## src/logic/msg_hs_pkg.sv

```systemverilog
// package: constants, types and register map of the plc message handshake
//
// Overview of operation
// - deviation at limit or above stops robot
// - messages out on three outputs, closed by two inputs
// - handshake active only when enable set, default off
// - three-bit binary result code, bit 2 msb
// - codes 0-3: ok, manual, absolute, no object
// - codes 4-7: diverge, z max, comm, unit
// - only code 1 needs yes/no, others acknowledge
// - result bits map to outputs, default 30 31 32
// - acknowledge closes the pending message at once
// - answer high means yes, low means no
// - acknowledge and answer map to inputs 30, 31
// - absolute error acknowledged starts default measurement
// - manual range yes updates tool data, no keeps
package msg_hs_pkg;

  // ==========================================================
  // register map
  localparam logic [7:0] ctrl_off = 8'h00;
  localparam logic [7:0] limit_off = 8'h04;
  localparam logic [7:0] meas_off = 8'h08;
  localparam logic [7:0] status_off = 8'h0c;
  localparam logic [7:0] irq_stat_off = 8'h10;
  localparam logic [7:0] irq_mask_off = 8'h14;
  localparam logic [7:0] map_off = 8'h18;
  localparam logic [7:0] result_off = 8'h1c;
  localparam logic [7:0] tool_off = 8'h20;

  // ==========================================================
  // field positions
  localparam int ctrl_enable_bit = 0;
  localparam int ctrl_default_cfg_bit = 1;
  localparam int map_out0_lsb = 0;
  localparam int map_out1_lsb = 8;
  localparam int map_out2_lsb = 16;
  localparam int map_ack_lsb = 24;
  localparam int map_ans_lsb = 28;
  localparam int meas_valid_bit = 31;
  localparam int meas_code_lsb = 24;

  // ==========================================================
  // reset values
  localparam logic plc_link_enable_rst = 1'b0;
  localparam logic [7:0] out0_sel_rst = 8'h1e;
  localparam logic [7:0] out1_sel_rst = 8'h1f;
  localparam logic [7:0] out2_sel_rst = 8'h20;
  localparam logic [7:0] ack_sel_rst = 8'h1e;
  localparam logic [7:0] ans_sel_rst = 8'h1f;
  localparam logic [23:0] limit_rst = 24'h001388;
  localparam logic [7:0] out_base = 8'h1e;
  localparam logic [7:0] in_base = 8'h1e;

  // ==========================================================
  // irq bits
  localparam int irq_msg_bit = 0;
  localparam int irq_ack_bit = 1;
  localparam int irq_stop_bit = 2;

  // ==========================================================
  // result codes
  typedef enum logic [2:0] {
    res_ok, res_manual, res_absolute, res_no_object,
    res_no_converge, res_z_max, res_comm_err, res_unit_err
  } result_t;

  typedef enum logic [1:0] {st_idle, st_pending, st_wait_low} hs_state_t;

  typedef struct packed {
    logic yes;
    logic no;
    logic restart;
  } decision_t;

endpackage

```

## src/logic/plc_message_handshake.sv

```systemverilog
// top: plc message handshake with axi4-lite register slave
//
// Chosen here: the AXI4-Lite slave port and the placing of the registers.
module plc_message_handshake #(
  parameter int in_count = 64, // number of plc input pins
  parameter int out_count = 64 // number of plc output pins
) (
  input wire logic mclk, // 250 MHz clock
  input wire logic rst_b, // async reset, active low
  input wire logic s_axi_awvalid, // write address valid
  output logic s_axi_awready, // write address ready
  input wire logic [7:0] s_axi_awaddr, // write address
  input wire logic s_axi_wvalid, // write data valid
  output logic s_axi_wready, // write data ready
  input wire logic [31:0] s_axi_wdata, // write data
  input wire logic [3:0] s_axi_wstrb, // byte strobes
  output logic s_axi_bvalid, // write response valid
  input wire logic s_axi_bready, // write response ready
  output logic [1:0] s_axi_bresp, // write response
  input wire logic s_axi_arvalid, // read address valid
  output logic s_axi_arready, // read address ready
  input wire logic [7:0] s_axi_araddr, // read address
  output logic s_axi_rvalid, // read data valid
  input wire logic s_axi_rready, // read data ready
  output logic [31:0] s_axi_rdata, // read data
  output logic [1:0] s_axi_rresp, // read response
  input wire logic [in_count-1:0] plc_in, // plc digital inputs
  output logic [out_count-1:0] plc_out, // plc digital outputs
  output logic robot_stop, // robot stop, high holds production
  output logic tool_update, // pulse: tool data correction applied
  output logic restart_default, // pulse: new measurement in default configuration
  output logic irq // interrupt, level
);

  initial
    if (in_count < 32 || in_count > 256 || out_count < 33 || out_count > 256)
      $error("pin counts out of range");

  // ==========================================================
  // reset release
  logic [1:0] rst_pipe_r;
  logic rst_sync_b;
  always_ff @(posedge mclk or negedge rst_b)
  begin
    if (!rst_b)
      rst_pipe_r <= 2'h0;
    else
      rst_pipe_r <= {rst_pipe_r[0], 1'b1};
  end
  assign rst_sync_b = rst_pipe_r[1];

  // ==========================================================
  // input selection and synchronising
  function automatic logic pick(input logic [in_count-1:0] v, input logic [7:0] sel);
    logic r;
    r = 1'b0;
    for (int i = 0; i < in_count; i++)
    begin
      if (sel == 8'(i))
        r = v[i];
    end
    return r;
  endfunction

  typedef struct packed {
    logic enable;
    logic [23:0] limit;
    logic [7:0] out0_sel;
    logic [7:0] out1_sel;
    logic [7:0] out2_sel;
    logic [7:0] ack_sel;
    logic [7:0] ans_sel;
    logic [2:0] irq_stat;
    logic [2:0] irq_mask;
    msg_hs_pkg::hs_state_t state;
    logic [2:0] code;
    logic last_answer;
    logic answered;
    logic ack_prev;
    logic stop;
    logic [15:0] tool_cnt;
    logic upd;
    logic rst_pulse;
    logic aw_taken;
    logic [7:0] aw_addr;
    logic w_taken;
    logic [31:0] w_data;
    logic [3:0] w_strb;
    logic bvalid;
    logic rvalid;
    logic [31:0] rdata;
    logic [1:0] rresp;
    logic [1:0] bresp;
  } top_state_t;

  top_state_t st_r;
  top_state_t st_nxt;
  logic [1:0] pins_sel;
  logic [1:0] pins_sync;
  logic ack_lvl;
  logic ans_lvl;
  // ack and answer routed through configurable input numbers
  assign pins_sel = {pick(plc_in, st_r.ans_sel), pick(plc_in, st_r.ack_sel)};

  msg_sync #(
    .width(2)
  ) u_sync (
    .mclk(mclk),
    .rst_sync_b(rst_sync_b),
    .async_in(pins_sel),
    .sync_out(pins_sync)
  );

  assign ack_lvl = pins_sync[0];
  assign ans_lvl = pins_sync[1];

  // ==========================================================
  // next state
  function automatic logic [31:0] merge(input logic [31:0] old, input logic [31:0] d, input logic [3:0] s);
    logic [31:0] r;
    r = old;
    for (int b = 0; b < 4; b++)
    begin
      if (s[b])
        r[b*8 +: 8] = d[b*8 +: 8];
    end
    return r;
  endfunction
  logic do_write;
  logic [31:0] wmerged;
  logic [2:0] ev;
  logic [31:0] map_word;
  logic [31:0] ctrl_word;
  always_comb
  begin
    st_nxt = st_r;
    ev = 3'h0;
    st_nxt.upd = 1'b0;
    st_nxt.rst_pulse = 1'b0;
    st_nxt.ack_prev = ack_lvl;
    map_word = {st_r.ans_sel[3:0] - msg_hs_pkg::in_base[3:0], st_r.ack_sel[3:0] - msg_hs_pkg::in_base[3:0],
      st_r.out2_sel, st_r.out1_sel, st_r.out0_sel};
    ctrl_word = {31'h0, st_r.enable};
    wmerged = 32'h0;

    // handshake machine
    unique case (st_r.state)
      msg_hs_pkg::st_idle:
        st_nxt.code = 3'(msg_hs_pkg::res_ok);
      msg_hs_pkg::st_pending:
      begin
        if (ack_lvl && !st_r.ack_prev)
        begin
          st_nxt.state = msg_hs_pkg::st_wait_low;
          st_nxt.code = 3'(msg_hs_pkg::res_ok);
          st_nxt.last_answer = ans_lvl;
          st_nxt.answered = 1'b1;
          ev[msg_hs_pkg::irq_ack_bit] = 1'b1;
          if (st_r.code == 3'(msg_hs_pkg::res_manual))
          begin
            if (ans_lvl)
            begin
              st_nxt.upd = 1'b1;
              st_nxt.tool_cnt = st_r.tool_cnt + 16'h0001;
            end
            st_nxt.stop = 1'b0;
          end
          if (st_r.code == 3'(msg_hs_pkg::res_absolute))
            st_nxt.rst_pulse = 1'b1;
        end
        if (!st_r.enable)
        begin
          st_nxt.state = msg_hs_pkg::st_idle;
          st_nxt.code = 3'(msg_hs_pkg::res_ok);
        end
      end
      msg_hs_pkg::st_wait_low:
        if (!ack_lvl)
          st_nxt.state = msg_hs_pkg::st_idle;
    endcase

    // ==========================================================
    // axi4-lite slave
    if (s_axi_awvalid && s_axi_awready)
    begin
      st_nxt.aw_taken = 1'b1;
      st_nxt.aw_addr = s_axi_awaddr;
    end
    if (s_axi_wvalid && s_axi_wready)
    begin
      st_nxt.w_taken = 1'b1;
      st_nxt.w_data = s_axi_wdata;
      st_nxt.w_strb = s_axi_wstrb;
    end
    if (st_r.bvalid && s_axi_bready)
      st_nxt.bvalid = 1'b0;
    if (st_r.rvalid && s_axi_rready)
      st_nxt.rvalid = 1'b0;
    do_write = st_r.aw_taken && st_r.w_taken && !st_r.bvalid;
    if (do_write)
    begin
      st_nxt.aw_taken = 1'b0;
      st_nxt.w_taken = 1'b0;
      st_nxt.bvalid = 1'b1;
      st_nxt.bresp = 2'h0;
      unique case ({st_r.aw_addr[7:2], 2'h0})
        msg_hs_pkg::ctrl_off:
        begin
          wmerged = merge(ctrl_word, st_r.w_data, st_r.w_strb);
          st_nxt.enable = wmerged[msg_hs_pkg::ctrl_enable_bit];
          if (wmerged[msg_hs_pkg::ctrl_default_cfg_bit])
            st_nxt.rst_pulse = 1'b1;
        end
        msg_hs_pkg::limit_off:
        begin
          wmerged = merge({8'h0, st_r.limit}, st_r.w_data, st_r.w_strb);
          st_nxt.limit = wmerged[23:0];
        end
        msg_hs_pkg::meas_off:
        begin
          if (st_r.w_data[msg_hs_pkg::meas_valid_bit] && st_r.state == msg_hs_pkg::st_idle)
          begin
            if (st_r.w_data[23:0] >= st_r.limit)
            begin
              st_nxt.stop = 1'b1;
              st_nxt.code = 3'(msg_hs_pkg::res_absolute);
            end
            else
            begin
              st_nxt.code = st_r.w_data[msg_hs_pkg::meas_code_lsb +: 3];
              st_nxt.stop = (st_r.w_data[msg_hs_pkg::meas_code_lsb +: 3] != 3'(msg_hs_pkg::res_ok));
            end
            if (st_nxt.code != 3'(msg_hs_pkg::res_ok))
            begin
              ev[msg_hs_pkg::irq_stop_bit] = 1'b1;
              if (st_r.enable)
              begin
                st_nxt.state = msg_hs_pkg::st_pending;
                st_nxt.answered = 1'b0;
                ev[msg_hs_pkg::irq_msg_bit] = 1'b1;
              end
            end
            if (!st_r.enable)
              st_nxt.code = 3'(msg_hs_pkg::res_ok);
          end
        end
        msg_hs_pkg::irq_stat_off:
          st_nxt.irq_stat = st_r.irq_stat & ~st_r.w_data[2:0];
        msg_hs_pkg::irq_mask_off:
          st_nxt.irq_mask = st_r.w_strb[0] ? st_r.w_data[2:0] : st_r.irq_mask;
        msg_hs_pkg::map_off:
        begin
          wmerged = merge(map_word, st_r.w_data, st_r.w_strb);
          st_nxt.out0_sel = wmerged[msg_hs_pkg::map_out0_lsb +: 8];
          st_nxt.out1_sel = wmerged[msg_hs_pkg::map_out1_lsb +: 8];
          st_nxt.out2_sel = wmerged[msg_hs_pkg::map_out2_lsb +: 8];
          st_nxt.ack_sel = msg_hs_pkg::in_base + {4'h0, wmerged[msg_hs_pkg::map_ack_lsb +: 4]};
          st_nxt.ans_sel = msg_hs_pkg::in_base + {4'h0, wmerged[msg_hs_pkg::map_ans_lsb +: 4]};
        end
        msg_hs_pkg::status_off:
          st_nxt.stop = st_r.stop & ~st_r.w_data[0];
        default:
          st_nxt.bresp = 2'h2;
      endcase
    end
    // hardware set wins over software clear
    st_nxt.irq_stat = st_nxt.irq_stat | ev;
    if (s_axi_arvalid && s_axi_arready)
    begin
      st_nxt.rvalid = 1'b1;
      st_nxt.rresp = 2'h0;
      unique case ({s_axi_araddr[7:2], 2'h0})
        msg_hs_pkg::ctrl_off: st_nxt.rdata = ctrl_word;
        msg_hs_pkg::limit_off: st_nxt.rdata = {8'h0, st_r.limit};
        msg_hs_pkg::meas_off: st_nxt.rdata = 32'h0;
        msg_hs_pkg::status_off: st_nxt.rdata = {26'h0, st_r.answered, st_r.last_answer, 1'b0,
          st_r.state == msg_hs_pkg::st_pending, 1'b0, st_r.stop};
        msg_hs_pkg::irq_stat_off: st_nxt.rdata = {29'h0, st_r.irq_stat};
        msg_hs_pkg::irq_mask_off: st_nxt.rdata = {29'h0, st_r.irq_mask};
        msg_hs_pkg::map_off: st_nxt.rdata = map_word;
        msg_hs_pkg::result_off: st_nxt.rdata = {29'h0, st_r.code};
        msg_hs_pkg::tool_off: st_nxt.rdata = {16'h0, st_r.tool_cnt};
        default:
        begin
          st_nxt.rdata = 32'h0;
          st_nxt.rresp = 2'h2;
        end
      endcase
    end
  end

  always_ff @(posedge mclk or negedge rst_sync_b)
  begin
    if (!rst_sync_b)
    begin
      st_r <= '0;
      st_r.enable <= msg_hs_pkg::plc_link_enable_rst;
      st_r.limit <= msg_hs_pkg::limit_rst;
      st_r.out0_sel <= msg_hs_pkg::out0_sel_rst;
      st_r.out1_sel <= msg_hs_pkg::out1_sel_rst;
      st_r.out2_sel <= msg_hs_pkg::out2_sel_rst;
      st_r.ack_sel <= msg_hs_pkg::ack_sel_rst;
      st_r.ans_sel <= msg_hs_pkg::ans_sel_rst;
    end
    else
      st_r <= st_nxt;
  end

  // ==========================================================
  // outputs
  assign s_axi_awready = !st_r.aw_taken;
  assign s_axi_wready = !st_r.w_taken;
  assign s_axi_arready = !st_r.rvalid;
  assign s_axi_bvalid = st_r.bvalid;
  assign s_axi_bresp = st_r.bresp;
  assign s_axi_rvalid = st_r.rvalid;
  assign s_axi_rdata = st_r.rdata;
  assign s_axi_rresp = st_r.rresp;
  assign robot_stop = st_r.stop;
  assign tool_update = st_r.upd;
  assign restart_default = st_r.rst_pulse;
  assign irq = |(st_r.irq_stat & st_r.irq_mask);

  // result bits driven onto configurable output numbers
  always_comb
  begin
    plc_out = '0;
    for (int i = 0; i < out_count; i++)
    begin
      if (st_r.out0_sel == 8'(i))
        plc_out[i] = st_r.code[0];
      if (st_r.out1_sel == 8'(i))
        plc_out[i] = st_r.code[1];
      if (st_r.out2_sel == 8'(i))
        plc_out[i] = st_r.code[2];
    end
  end

endmodule

```

## src/logic/msg_sync.sv

```systemverilog
// three-stage synchroniser with agreement check on last two stages
module msg_sync #(
  parameter int width = 2
) (
  input wire logic mclk, // clock
  input wire logic rst_sync_b, // synchronous-released reset, active low
  input wire logic [width-1:0] async_in, // pin inputs
  output logic [width-1:0] sync_out // filtered level
);

  initial
  begin
    if (width < 1)
      $error("width must be at least 1");
  end

  typedef struct packed {
    logic [width-1:0] s1;
    logic [width-1:0] s2;
    logic [width-1:0] s3;
    logic [width-1:0] q;
  } sync_state_t;

  sync_state_t st_r;
  sync_state_t st_nxt;

  always_comb
  begin
    st_nxt = st_r;
    st_nxt.s1 = async_in;
    st_nxt.s2 = st_r.s1;
    st_nxt.s3 = st_r.s2;
    for (int i = 0; i < width; i++)
    begin
      if (st_r.s2[i] == st_r.s3[i])
        st_nxt.q[i] = st_r.s3[i];
    end
  end

  always_ff @(posedge mclk or negedge rst_sync_b)
  begin
    if (!rst_sync_b)
      st_r <= '0;
    else
      st_r <= st_nxt;
  end

  assign sync_out = st_r.q;

endmodule

```

## config.mk

```make
export PLATFORM = sky130hd
export DESIGN_NAME = plc_message_handshake
export DESIGN_NICKNAME = d
export VERILOG_FILES = /design/src/logic/msg_hs_pkg.sv /design/src/logic/plc_message_handshake.sv /design/src/logic/msg_sync.sv
export SDC_FILE = /design/constraint.sdc
export NUM_CORES = 1
export LEC_CHECK = 0
export BUFFER_PORTS_ARGS = -buffer_cell sky130_fd_sc_hd__buf_2
export CORE_AREA = 2 2 151 153
export CTS_CLUSTER_DIAMETER = 150
export DETAILED_ROUTE_END_ITERATION = 10
export DIE_AREA = 0 0 153 155
export PLACE_DENSITY = 0.84
export SLEW_MARGIN = 10
export SYNTH_ARGS = -nofsm -noshare
export SYNTH_HDL_FRONTEND = slang
export SYNTH_SLANG_ARGS = --single-unit
```

## constraint.sdc

```tcl
create_clock -name mclk -period 12.78 [get_ports mclk]
set_input_delay 1.278 -clock mclk [delete_from_list [all_inputs] [get_ports mclk]]
set_output_delay 1.278 -clock mclk [all_outputs]
set_load 0.005 [all_outputs]
```

==> flow_summary_export.csv, run 1 <==
group,metric,value,unit
outcome,status,"finished clean",
cells_and_area,syn2layout_area_growth,11.6,%
die,fp.dieW,153,um
synth,synth_top_family_by_area,"simple AND/OR/NAND/NOR gates",
place,dp.final_hpwl,30000,um
timing,timing.final.crit_share,0.334,
global_routing,gr-total-overflow,0,
cts,insertion_delay,0.44,ns
synth,synthTopCellsByCount,"nand2_1, dfrtp_1, nor2_1",
timing,finalMaxSlewViolations,0,
cts,htreeDepth,4,
critical_path,crit_type,"reg -> out",
cts,cts.repair.resized,0,
timing,fin_skew,0.0153,ns
die,num_rows,55,
synth,synth-xor-area-share,0.0114,
timing,max-slew-margin-rel,0.163,
global_routing,grt_max_degree,87,
drt,drtPass1Iterations,6,
synth,ys_seq_elements,184,
critical_path,endpoint_kind,"output pin",
cts,clock_sinks,184,
power_and_ir_drop,p_leak,6.26,nW
timing,hold_violations,0,
timing,finalSetupViolCount,0,
synth,synth_flop_cell,"dfrtp_1",
place,post-place-ws,9.11,ns
critical_path,cp_data_required_time,11.50,ns
synth,syn-instance-count,1522,
global_routing,grt_pass1_wl,65200,um
synth,ys_seq_area_frac,0.355,
critical_path,r2r_slack,9.81,ns
synth,postSynth.asyncResetShare,1.00,
cts,cts-root-buf,"clkbuf_16",
run,drv_cap,0,
place,dpl_cell_area,14000,um^2
timing,setup-tns-final,0,ns
synth,synth_cell_types,89,
timing,fmax,234,MHz
place,portBuffers,225,
drt,post_drt_wl_per_cell,21.3,um
cts,cts_setup_buffers,0,
cells_and_area,multi_input_area,7600,um^2
global_routing,grt_use_total,0.343,
global_routing,antenna_found_initial,2,
place,gp_congestion,0.999,
cts,cts_buffers,17,
synth,synth_fa_ha_area_frac,0.0341,
drt,vias_per_cell,6.60,
cells_and_area,final_layout_size_suffix_gt1_frac,0.248,
synth,synth.area.top_cells,"dfrtp_1, mux2_2, nand2_1",
critical_path,worst_r2r_path_depth,7,
timing,setup_slack,8.51,ns
die,die_y,155,um
cts,hold_buffers,0,
die,die_area,23700,um^2
drt,drc,0,
hold_path,hold_path_class,"reg -> async",
cells_and_area,final_core_util,0.656,
synth,netlist.area_leader.share,0.306,
cts,cts_tree,"built",
synth,synth_edf_count,0,
drt,vias,12785,
drt,wl,41300,um
die,ios,232,
synth,syn_area,13100,um^2
synth,synth_mux_area_frac,0.115,
timing,min_period,4.27,ns
cells_and_area,stdcell_count,1936,
power_and_ir_drop,power_density,202,nW/um^2
timing,tightest_slew,1.26,ns
critical_path,critPathLaunchType,"flip-flop",
drt,drt-initial-drc-count,1562,
place,place_inst,1903,
die,start_util,0.588,
critical_path,reg2reg_from,"st_r[118]$_DFFE_PN1P_",
drt,ant_nets,0,
power_and_ir_drop,peakVddDrop,114,uV
critical_path,critPathArrivalTime,2.99,ns
cts,clk_path_buf_depth,2,
cells_and_area,stdcell_area,14600,um^2
cts,clkTransAtPathRegs,0.08,ns
global_routing,grt_pass1_vias,12244,
cells_and_area,fin_nets,1794,
synth,syn_area_per_cell,8.59,um^2
synth,yosys.area_share.simple,0.209,
synth,yosysWarnings,0,
timing,rsz0062_at_grt,"no",
synth,yosysMostFrequentCell,"nand2_1",
synth,synth_top_area_cell,"dfrtp_1",
cells_and_area,fill_cells,1770,
synth,synth_compound_area_frac,0.205,
cells_and_area,regArea,4640,um^2
die,core_area,22200,um^2
critical_path,r2r_end,"u_sync.st_nxt[5]$_DFF_PN0_",
critical_path,path_max_fanout,16,
[state kept, by name (all words and copies together), names as in the netlist]
name,flops
rst_pipe_r,2
st_r,110
restart_default,1
s_axi_bresp,1
u_sync.sync_out,2
robot_stop,1
map_word,24
s_axi_rvalid,1
tool_update,1
s_axi_rresp,1
s_axi_rdata,32
s_axi_bvalid,1
u_sync.st_nxt,4
u_sync.st_r,2
ctrl_word,1
[per-layer routing]
layer	vias up	wire length (um)	global-route usage	share of wire
met2	754	19500	0.564	0.47
met4	2	1670	0.154	0.040
li1	5780	-	-	-
met1	6112	16300	0.437	0.39
met3	137	3810	0.0747	0.092
met5	-	13	0	0.00031
[worst max-delay path: stages (launching register included)]
cell and delay [ns]:
dfrtp_1 0.53, nor4_4 1.02, nand2_1 0.14, a21oi_1 0.16, a311oi_1 0.07, a21oi_1 0.44, buf_2 0.20
[cell type report]
type	instances	area share
multi-input cells	1153	0.521
flip-flops and latches	184	0.318
repair buffers	236	0.0829
clock buffers	18	0.0301
well taps	285	0.0244
clock inverters	14	0.0117
inverters	45	0.0116
diodes	1	0.000172
[per-stage QoR]
stage	power [mW]	hold slack, ns
2_1_floorplan	1.93	0.331
3_3_place_gp	2.30	0.232
3_5_place_dp	2.36	0.234
4_1_cts	2.91	0.239
5_1_grt	3.11	0.260
6_report	2.95	0.230
[how the worst max path moves through the flow]
stage                                        from  slack [ns]                          end
after floorplan           rst_pipe_r[1]$_DFF_PN0_        7.32     ctrl_word[0]$_DFFE_PN0P_
after CTS                 map_word[4]$_DFFE_PN1P_        8.70                  plc_out[17]
after detailed placement          s_axi_araddr[7]        9.11  s_axi_rdata[14]$_DFFE_PN0P_
after global placement            s_axi_araddr[7]        9.17  s_axi_rdata[13]$_DFFE_PN0P_
final                     map_word[5]$_DFFE_PN0P_        8.51                   plc_out[2]
after global routing      map_word[4]$_DFFE_PN1P_        8.46                  plc_out[51]
[where the power goes]
part | internal (mW) | switching, mW
clock | 0.287 | 0.251
sequential | 0.788 | 0.333
combinational | 0.497 | 0.793
total | 1.57 | 1.38
[cell families after synthesis]
family	Yosys count
mux	134
xor+xnor	17
flops	184
other cells	2
compound gates	395
fa+ha+maj	36
simple gates	568
buf+inv	186
[cells in the final DEF, fill, tap and decap left out, types with 13 or more instances in the layout]
master / count
buf_2: 225
nand2_1: 187
dfrtp_1: 158
nor2_1: 145
mux2_2: 85
nand3_1: 72
a21oi_1: 61
a31oi_1: 54
o21ai_0: 49
inv_1: 43
o211ai_1: 43
o21ai_1: 35
ha_1: 34
mux2i_1: 31
nor3_1: 28
nand2b_1: 26
dfstp_2: 24
nor2b_1: 22
clkbuf_16: 17
a211oi_1: 16
mux2_1: 15
a222oi_1: 13
a311oi_1: 13
a22oi_1: 13
(Power assumes the default switching activity.)
==> inputs of run 2 (changes only) <==
--- a/config.mk
+++ b/config.mk
@@ -5,12 +5,13 @@
 export SDC_FILE = /design/constraint.sdc
 export NUM_CORES = 1
 export LEC_CHECK = 0
+export ABC_AREA = 1
 export BUFFER_PORTS_ARGS = -buffer_cell sky130_fd_sc_hd__buf_2
-export CORE_AREA = 2 2 151 153
+export CORE_AREA = 2 2 159 161
 export CTS_CLUSTER_DIAMETER = 150
 export DETAILED_ROUTE_END_ITERATION = 10
-export DIE_AREA = 0 0 153 155
-export PLACE_DENSITY = 0.84
+export DIE_AREA = 0 0 161 163
+export PLACE_DENSITY = 0.77
 export SLEW_MARGIN = 10
 export SYNTH_ARGS = -nofsm -noshare
 export SYNTH_HDL_FRONTEND = slang
==> constraint.sdc (replaced) <==
create_clock -name mclk -period 3.4 [get_ports mclk]
set_input_delay 0.34 -clock mclk [delete_from_list [all_inputs] [get_ports mclk]]
set_output_delay 0.34 -clock mclk [all_outputs]
set_load 0.005 [all_outputs]
==> flow_summary_export.csv, run 2 <==
group,metric,value,unit
timing,finalMaxSlewViolations,0,
power_and_ir_drop,power_density,695,nW/um^2
timing,tightest_slew,1.15,ns
global_routing,grt_pass1_vias,13041,
die,ios,232,
critical_path,path_max_fanout,6,
synth,synth_flop_cell,"dfrtp_1",
cts,cts_buffers,17,
synth,postSynth.asyncResetShare,1.00,
synth,synthTopCellsByCount,"nand2_1, inv_1, nor2_1",
cts,clk_path_buf_depth,2,
cells_and_area,largest_register,"st_r",
timing,timing.final.crit_share,1.06,
drt,drtPass1Iterations,6,
synth,ys_seq_elements,184,
drt,vias,13849,
cells_and_area,multi_input_area,6480,um^2
outcome,status,"complete, but fails checks",
cts,htreeDepth,4,
cells_and_area,regArea,4640,um^2
place,dp.final_hpwl,35400,um
drt,drt-initial-drc-count,1831,
cts,insertion_delay,0.45,ns
place,post-place-ws,-0.200,ns
synth,synth_cell_types,47,
timing,rsz0062_at_grt,"yes",
cells_and_area,final_common_cell,"nand2_1",
timing,setup_slack,-0.213,ns
drt,ant_nets,0,
drt,post_drt_wl_per_cell,19.3,um
global_routing,grt_pass1_wl,71700,um
cells_and_area,syn2layout_area_growth,19.5,%
synth,yosysMostFrequentCell,"nand2_1",
critical_path,critPathTopFamily,"simple AND/OR/NAND/NOR gates",
drt,drc,0,
timing,setup-tns-final,-0.364,ns
cells_and_area,layout.cells.most_common_list,"nand2_1, inv_1, buf_2, nor2_1, o21ai_0",
timing,holdWs,0.0603,ns
global_routing,antenna_found_initial,0,
cells_and_area,final_layout_size_suffix_gt1_frac,0.211,
die,start_util,0.510,
die,die_area,26200,um^2
critical_path,crit_buf_inv,3,
timing,min_period,3.61,ns
critical_path,cpMostUsedCell,"nand2_1",
run,drv_cap,0,
critical_path,cp_data_required_time,3.71,ns
synth,synth_edf_count,0,
timing,hold_violations,0,
hold_path,hold_path_class,"in -> reg",
drt,vias_per_cell,5.78,
timing,fmax,277,MHz
global_routing,grt_max_degree,183,
cells_and_area,largest_reg_flops,110,
cts,clkTransAtPathRegs,0.09,ns
synth,syn_area,12600,um^2
die,core_area,24700,um^2
timing,max-slew-margin-rel,0.229,
synth,synth_top_area_cell,"dfrtp_1",
power_and_ir_drop,peakVddDrop,526,uV
place,portBuffers,225,
cells_and_area,fill_cells,2312,
timing,fin_skew,0.0235,ns
place,gp_congestion,1.03,
global_routing,gr-total-overflow,0,
drt,wl,46300,um
power_and_ir_drop,p_leak,7.16,nW
synth,syn_area_per_cell,6.95,um^2
global_routing,grt_use_total,0.351,
critical_path,slowest_delay,0.59,ns
timing,finalSetupViolCount,2,
critical_path,endpoint_kind,"flip-flop",
synth,netlist.area_leader.share,0.318,
synth,ys_seq_area_frac,0.369,
cts,cts-root-buf,"clkbuf_16",
outcome,violations,"negative setup slack",
synth,syn-instance-count,1809,
cts,clock_sinks,184,
critical_path,crit_slowest_cell,"dfstp_2",
synth,yosysWarnings,0,
cts,cts_tree,"built",
power_and_ir_drop,fin_total_pwr,10.4,mW
critical_path,critPathArrivalTime,3.93,ns
die,fp.dieW,161,um
synth,synth.area.top_cells,"dfrtp_1, nand2_1, o21ai_0",
die,num_rows,58,
cells_and_area,fin_nets,2209,
critical_path,critPathLaunchType,"flip-flop",
critical_path,crit_type,"reg -> reg",
die,die_y,163,um
[run 2: cell count changes after synthesis, sizes merged, moves of 32 or more]
cell,change
inv,+213
nand2,+194
o21ai,+108
mux2,-82
nor2,+82
nand4,+32
[run 2: worst paths after layout]
check / start / end / slack [ns] / depth (start not counted)
max reg2reg: st_r[120]$_DFFE_PN1P_ / u_sync.st_nxt[5]$_DFF_PN0_ / -0.21 / 38
max in group asynchronous: rst_pipe_r[1]$_DFF_PN0_ / st_r[173]$_DFFE_PN0P_ / 2.15 / 1
min in group asynchronous: rst_b / rst_pipe_r[1]$_DFF_PN0_ / 0.19 / 2
min reg2reg: rst_pipe_r[0]$_DFF_PN0_ / rst_pipe_r[1]$_DFF_PN0_ / 0.36 / 0
min: s_axi_bready / s_axi_bvalid$_DFFE_PN0P_ / 0.06 / 2
max: st_r[120]$_DFFE_PN1P_ / u_sync.st_nxt[5]$_DFF_PN0_ / -0.21 / 38
[run 2: routing by layer]
metal	global-route usage	up-vias	share of wire
met4	0.149	0	0.042
met2	0.542	795	0.44
met3	0.0647	122	0.092
li1	-	6477	-
met1	0.486	6455	0.42
met5	0	-	0
[run 2: final cells by class]
| type | instances | share of cell area |
|---|---|---|
| repair buffers | 320 | 0.123 |
| flip-flops and latches | 184 | 0.309 |
| diodes | 1 | 0.000167 |
| multi-input cells | 1267 | 0.432 |
| inverters | 262 | 0.0656 |
| well taps | 330 | 0.0275 |
| clock buffers | 17 | 0.0283 |
| clock inverters | 15 | 0.0146 |
[run 2: cells by family after synthesis]
logic type / after synthesis / synth area share
fa+ha+maj: 36 / 0.0354
simple gates: 786 / 0.261
buf+inv: 359 / 0.119
other cells: 2 / 0.000597
flops: 184 / 0.369
xor+xnor: 17 / 0.0118
mux: 18 / 0.0161
compound gates: 407 / 0.188
[run 2: worst reg2reg max path, delay by kind of cell, from the launching register on]
kind            cells  cell delay (ns)
simple gates       34             2.61
flops               1             0.59
buf+inv             3             0.23
compound gates      1             0.06
[run 2: repair_timing]
| item | in CTS | in global routing |
|---|---|---|
| hold buffers | 1 | 0 |
| pin swaps | 0 | 1 |
| endpoints found under the setup margin | 2 | 2 |
| hold endpoints to repair | 2 | 0 |
| resized for setup | 3 | 10 |
| buffers inserted | 1 | 1 |
[run 2: power breakdown]
part	leakage (nW)	internal (mW)	switching (mW)
sequential	2.25	2.85	0.523
clock	0.308	1.04	1.14
combinational	4.60	1.75	3.13
[run 2: through the flow]
step | utilization | instance area, um^2 | cells
final | 0.609 | 15000 | 2396
after global routing | 0.609 | 15000 | 2395
after CTS | 0.607 | 15000 | 2394
after detailed placement | 0.580 | 14300 | 2360
after global placement | 0.580 | 14300 | 2360
after floorplan | - | 12600 | 1810
==> inputs of run 3 (changes only) <==
--- a/config.mk
+++ b/config.mk
@@ -12,6 +12,7 @@
 export DETAILED_ROUTE_END_ITERATION = 10
 export DIE_AREA = 0 0 161 163
 export PLACE_DENSITY = 0.77
+export SETUP_SLACK_MARGIN = 0.5
 export SLEW_MARGIN = 10
 export SYNTH_ARGS = -nofsm -noshare
 export SYNTH_HDL_FRONTEND = slang
==> constraint.sdc (replaced) <==
create_clock -name mclk -period 3.2 [get_ports mclk]
set_input_delay 0.32 -clock mclk [delete_from_list [all_inputs] [get_ports mclk]]
set_output_delay 0.32 -clock mclk [all_outputs]
set_load 0.005 [all_outputs]
==> flow_summary_export.csv, run 3 (synthesis results as in run 2) <==
group,metric,value,unit
timing,fmax,291,MHz
die,num_rows,58,
critical_path,crit_type,"reg -> reg",
hold_path,hold_path_class,"in -> reg",
timing,tightest_slew,0.881,ns
cells_and_area,largest_register,"st_r",
drt,wl,46500,um
cts,clkTransAtPathRegs,0.08,ns
global_routing,grt_pass1_wl,70300,um
drt,drc,0,
critical_path,slowest_delay,0.58,ns
die,die_area,26200,um^2
cells_and_area,fill_cells,2248,
critical_path,r2r_slack,-0.24,ns
critical_path,endpoint_kind,"flip-flop",
timing,fin_skew,0.0211,ns
die,core_area,24700,um^2
global_routing,gr-total-overflow,0,
critical_path,cpMostUsedCell,"nand2_1",
timing,setup_slack,-0.240,ns
place,portBuffers,225,
cts,cts-root-buf,"clkbuf_16",
cells_and_area,largest_reg_flops,110,
cts,htreeDepth,4,
power_and_ir_drop,power_density,730,nW/um^2
critical_path,cp_data_required_time,3.51,ns
die,fp.dieW,161,um
global_routing,grt_pass1_vias,12884,
critical_path,worst_r2r_path_depth,39,
cells_and_area,final_common_cell,"nand2_1",
cts,insertion_delay,0.44,ns
drt,post_drt_wl_per_cell,19.1,um
cts,clk_path_buf_depth,2,
hold_path,min_from,"s_axi_bready",
cts,cts_tree,"built",
drt,drtPass1Iterations,6,
place,dpl_cell_area,14400,um^2
die,start_util,0.510,
place,place_inst,2364,
timing,rsz0062_at_grt,"yes",
hold_path,whs_path_depth,2,
die,ios,232,
timing,finalMaxSlewViolations,0,
critical_path,critPathArrivalTime,3.75,ns
cells_and_area,layout.cells.most_common_list,"nand2_1, buf_2, inv_1, nor2_1, o21ai_0",
global_routing,antenna_found_initial,0,
run,drv_cap,0,
timing,timing.final.crit_share,1.08,
cells_and_area,final_layout_size_suffix_gt1_frac,0.258,
critical_path,path_max_fanout,4,
cells_and_area,multi_input_area,6750,um^2
cells_and_area,syn2layout_area_growth,24.4,%
drt,ant_nets,0,
drt,vias,14095,
power_and_ir_drop,fin_total_pwr,11.4,mW
global_routing,grt_use_total,0.343,
cells_and_area,stdcell_count,2428,
critical_path,critPathLaunchType,"flip-flop",
timing,hold_violations,0,
timing,max-slew-margin-rel,0.410,
cts,cts_buffers,17,
critical_path,reg2reg_from,"st_r[119]$_DFFE_PN1P_",
cells_and_area,fin_nets,2241,
outcome,violations,"negative setup slack",
critical_path,crit_slowest_cell,"dfstp_2",
critical_path,r2r_end,"u_sync.st_nxt[5]$_DFF_PN0_",
power_and_ir_drop,p_leak,7.32,nW
timing,min_period,3.44,ns
place,dp.final_hpwl,35300,um
hold_path,hold_path_end,"s_axi_bvalid$_DFFE_PN0P_",
cts,clock_sinks,184,
die,die_y,163,um
drt,drt-initial-drc-count,1686,
drt,vias_per_cell,5.81,
outcome,status,"complete, but fails checks",
global_routing,grt_max_degree,120,
power_and_ir_drop,peakVddDrop,476,uV
cells_and_area,stdcell_area,15600,um^2
place,gp_congestion,1.02,
cells_and_area,regArea,4640,um^2
timing,finalSetupViolCount,2,
-- run 3: cell types whose count changed in the layout (fill, tap and decap cells not counted), sizes merged --
cell / delta
clkinv: +3
inv: -11
clkdlybuf4s15: +1
buf: +28
bufinv: +1
clkinvlp: +10
-- run 3: worst max path at each step --
stage / start / end / slack [ns] / cells after the start
floorplan: st_r[128]$_DFFE_PN1P_ / u_sync.st_nxt[4]$_DFF_PN0_ / 0.19 / 38
global placement: st_r[119]$_DFFE_PN1P_ / u_sync.st_nxt[5]$_DFF_PN0_ / -0.12 / 39
detailed placement: st_r[119]$_DFFE_PN1P_ / u_sync.st_nxt[5]$_DFF_PN0_ / -0.17 / 37
CTS: st_r[120]$_DFFE_PN1P_ / u_sync.st_nxt[5]$_DFF_PN0_ / -0.18 / 39
global route: st_r[127]$_DFFE_PN1P_ / u_sync.st_nxt[4]$_DFF_PN0_ / -0.68 / 37
finish: st_r[119]$_DFFE_PN1P_ / u_sync.st_nxt[5]$_DFF_PN0_ / -0.24 / 39
-- run 3: stage by stage --
| step | hold WS [ns] | utilization | setup slack [ns] | TNS, ns |
|---|---|---|---|---|
| 2_1_floorplan | 0.0244 | - | 0.194 | 0 |
| 3_3_place_gp | 0.105 | 0.583 | -0.123 | -0.198 |
| 3_5_place_dp | 0.108 | 0.583 | -0.165 | -0.274 |
| 4_1_cts | 0.0461 | 0.615 | -0.180 | -0.318 |
| 5_1_grt | 0.0387 | 0.634 | -0.677 | -1.34 |
| 6_report | 0.0509 | 0.634 | -0.240 | -0.408 |
-- run 3: routing by layer --
metal	share of wire	global-route usage	vias to the layer above
li1	-	-	6548
met1	0.42	0.492	6563
met2	0.45	0.537	866
met3	0.10	0.0535	118
met4	0.029	0.106	0
met5	0	0	-
-- run 3: what timing repair did --
| item | in CTS | in global routing |
|---|---|---|
| pin swaps | 5 | 20 |
| buffers inserted | 8 | 17 |
| gates resized for setup | 23 | 127 |
| gates cloned | 0 | 5 |
| hold endpoints to repair | 2 | 0 |
| hold buffers | 1 | 0 |
| setup endpoints to repair | 21 | 51 |
-- run 3: worst max-delay path, delay by kind of cell (launching register included) --
| family | cells | cell delay (ns) |
|---|---|---|
| AND/OR/NAND/NOR | 38 | 2.66 |
| flip-flops | 1 | 0.58 |
| buffers and inverters | 1 | 0.06 |
-- run 3: final cells by class --
class | count | share of cell area
Tap cell | 330 | 0.0264
Sequential cell | 184 | 0.297
Multi-Input combinational cell | 1267 | 0.432
Antenna cell | 1 | 0.000160
Timing Repair Buffer | 349 | 0.138
Inverter | 262 | 0.0649
Timing Repair inverter | 3 | 0.00128
Clock inverter | 15 | 0.0142
Clock buffer | 17 | 0.0272
-- run 3: power by group --
| group | leakage [nW] | internal [mW] | switching (mW) |
|---|---|---|---|
| sequential | 2.25 | 3.03 | 0.568 |
| combinational | 4.76 | 2.08 | 3.47 |
| clock | 0.310 | 1.15 | 1.12 |
| total | 7.32 | 6.26 | 5.16 |
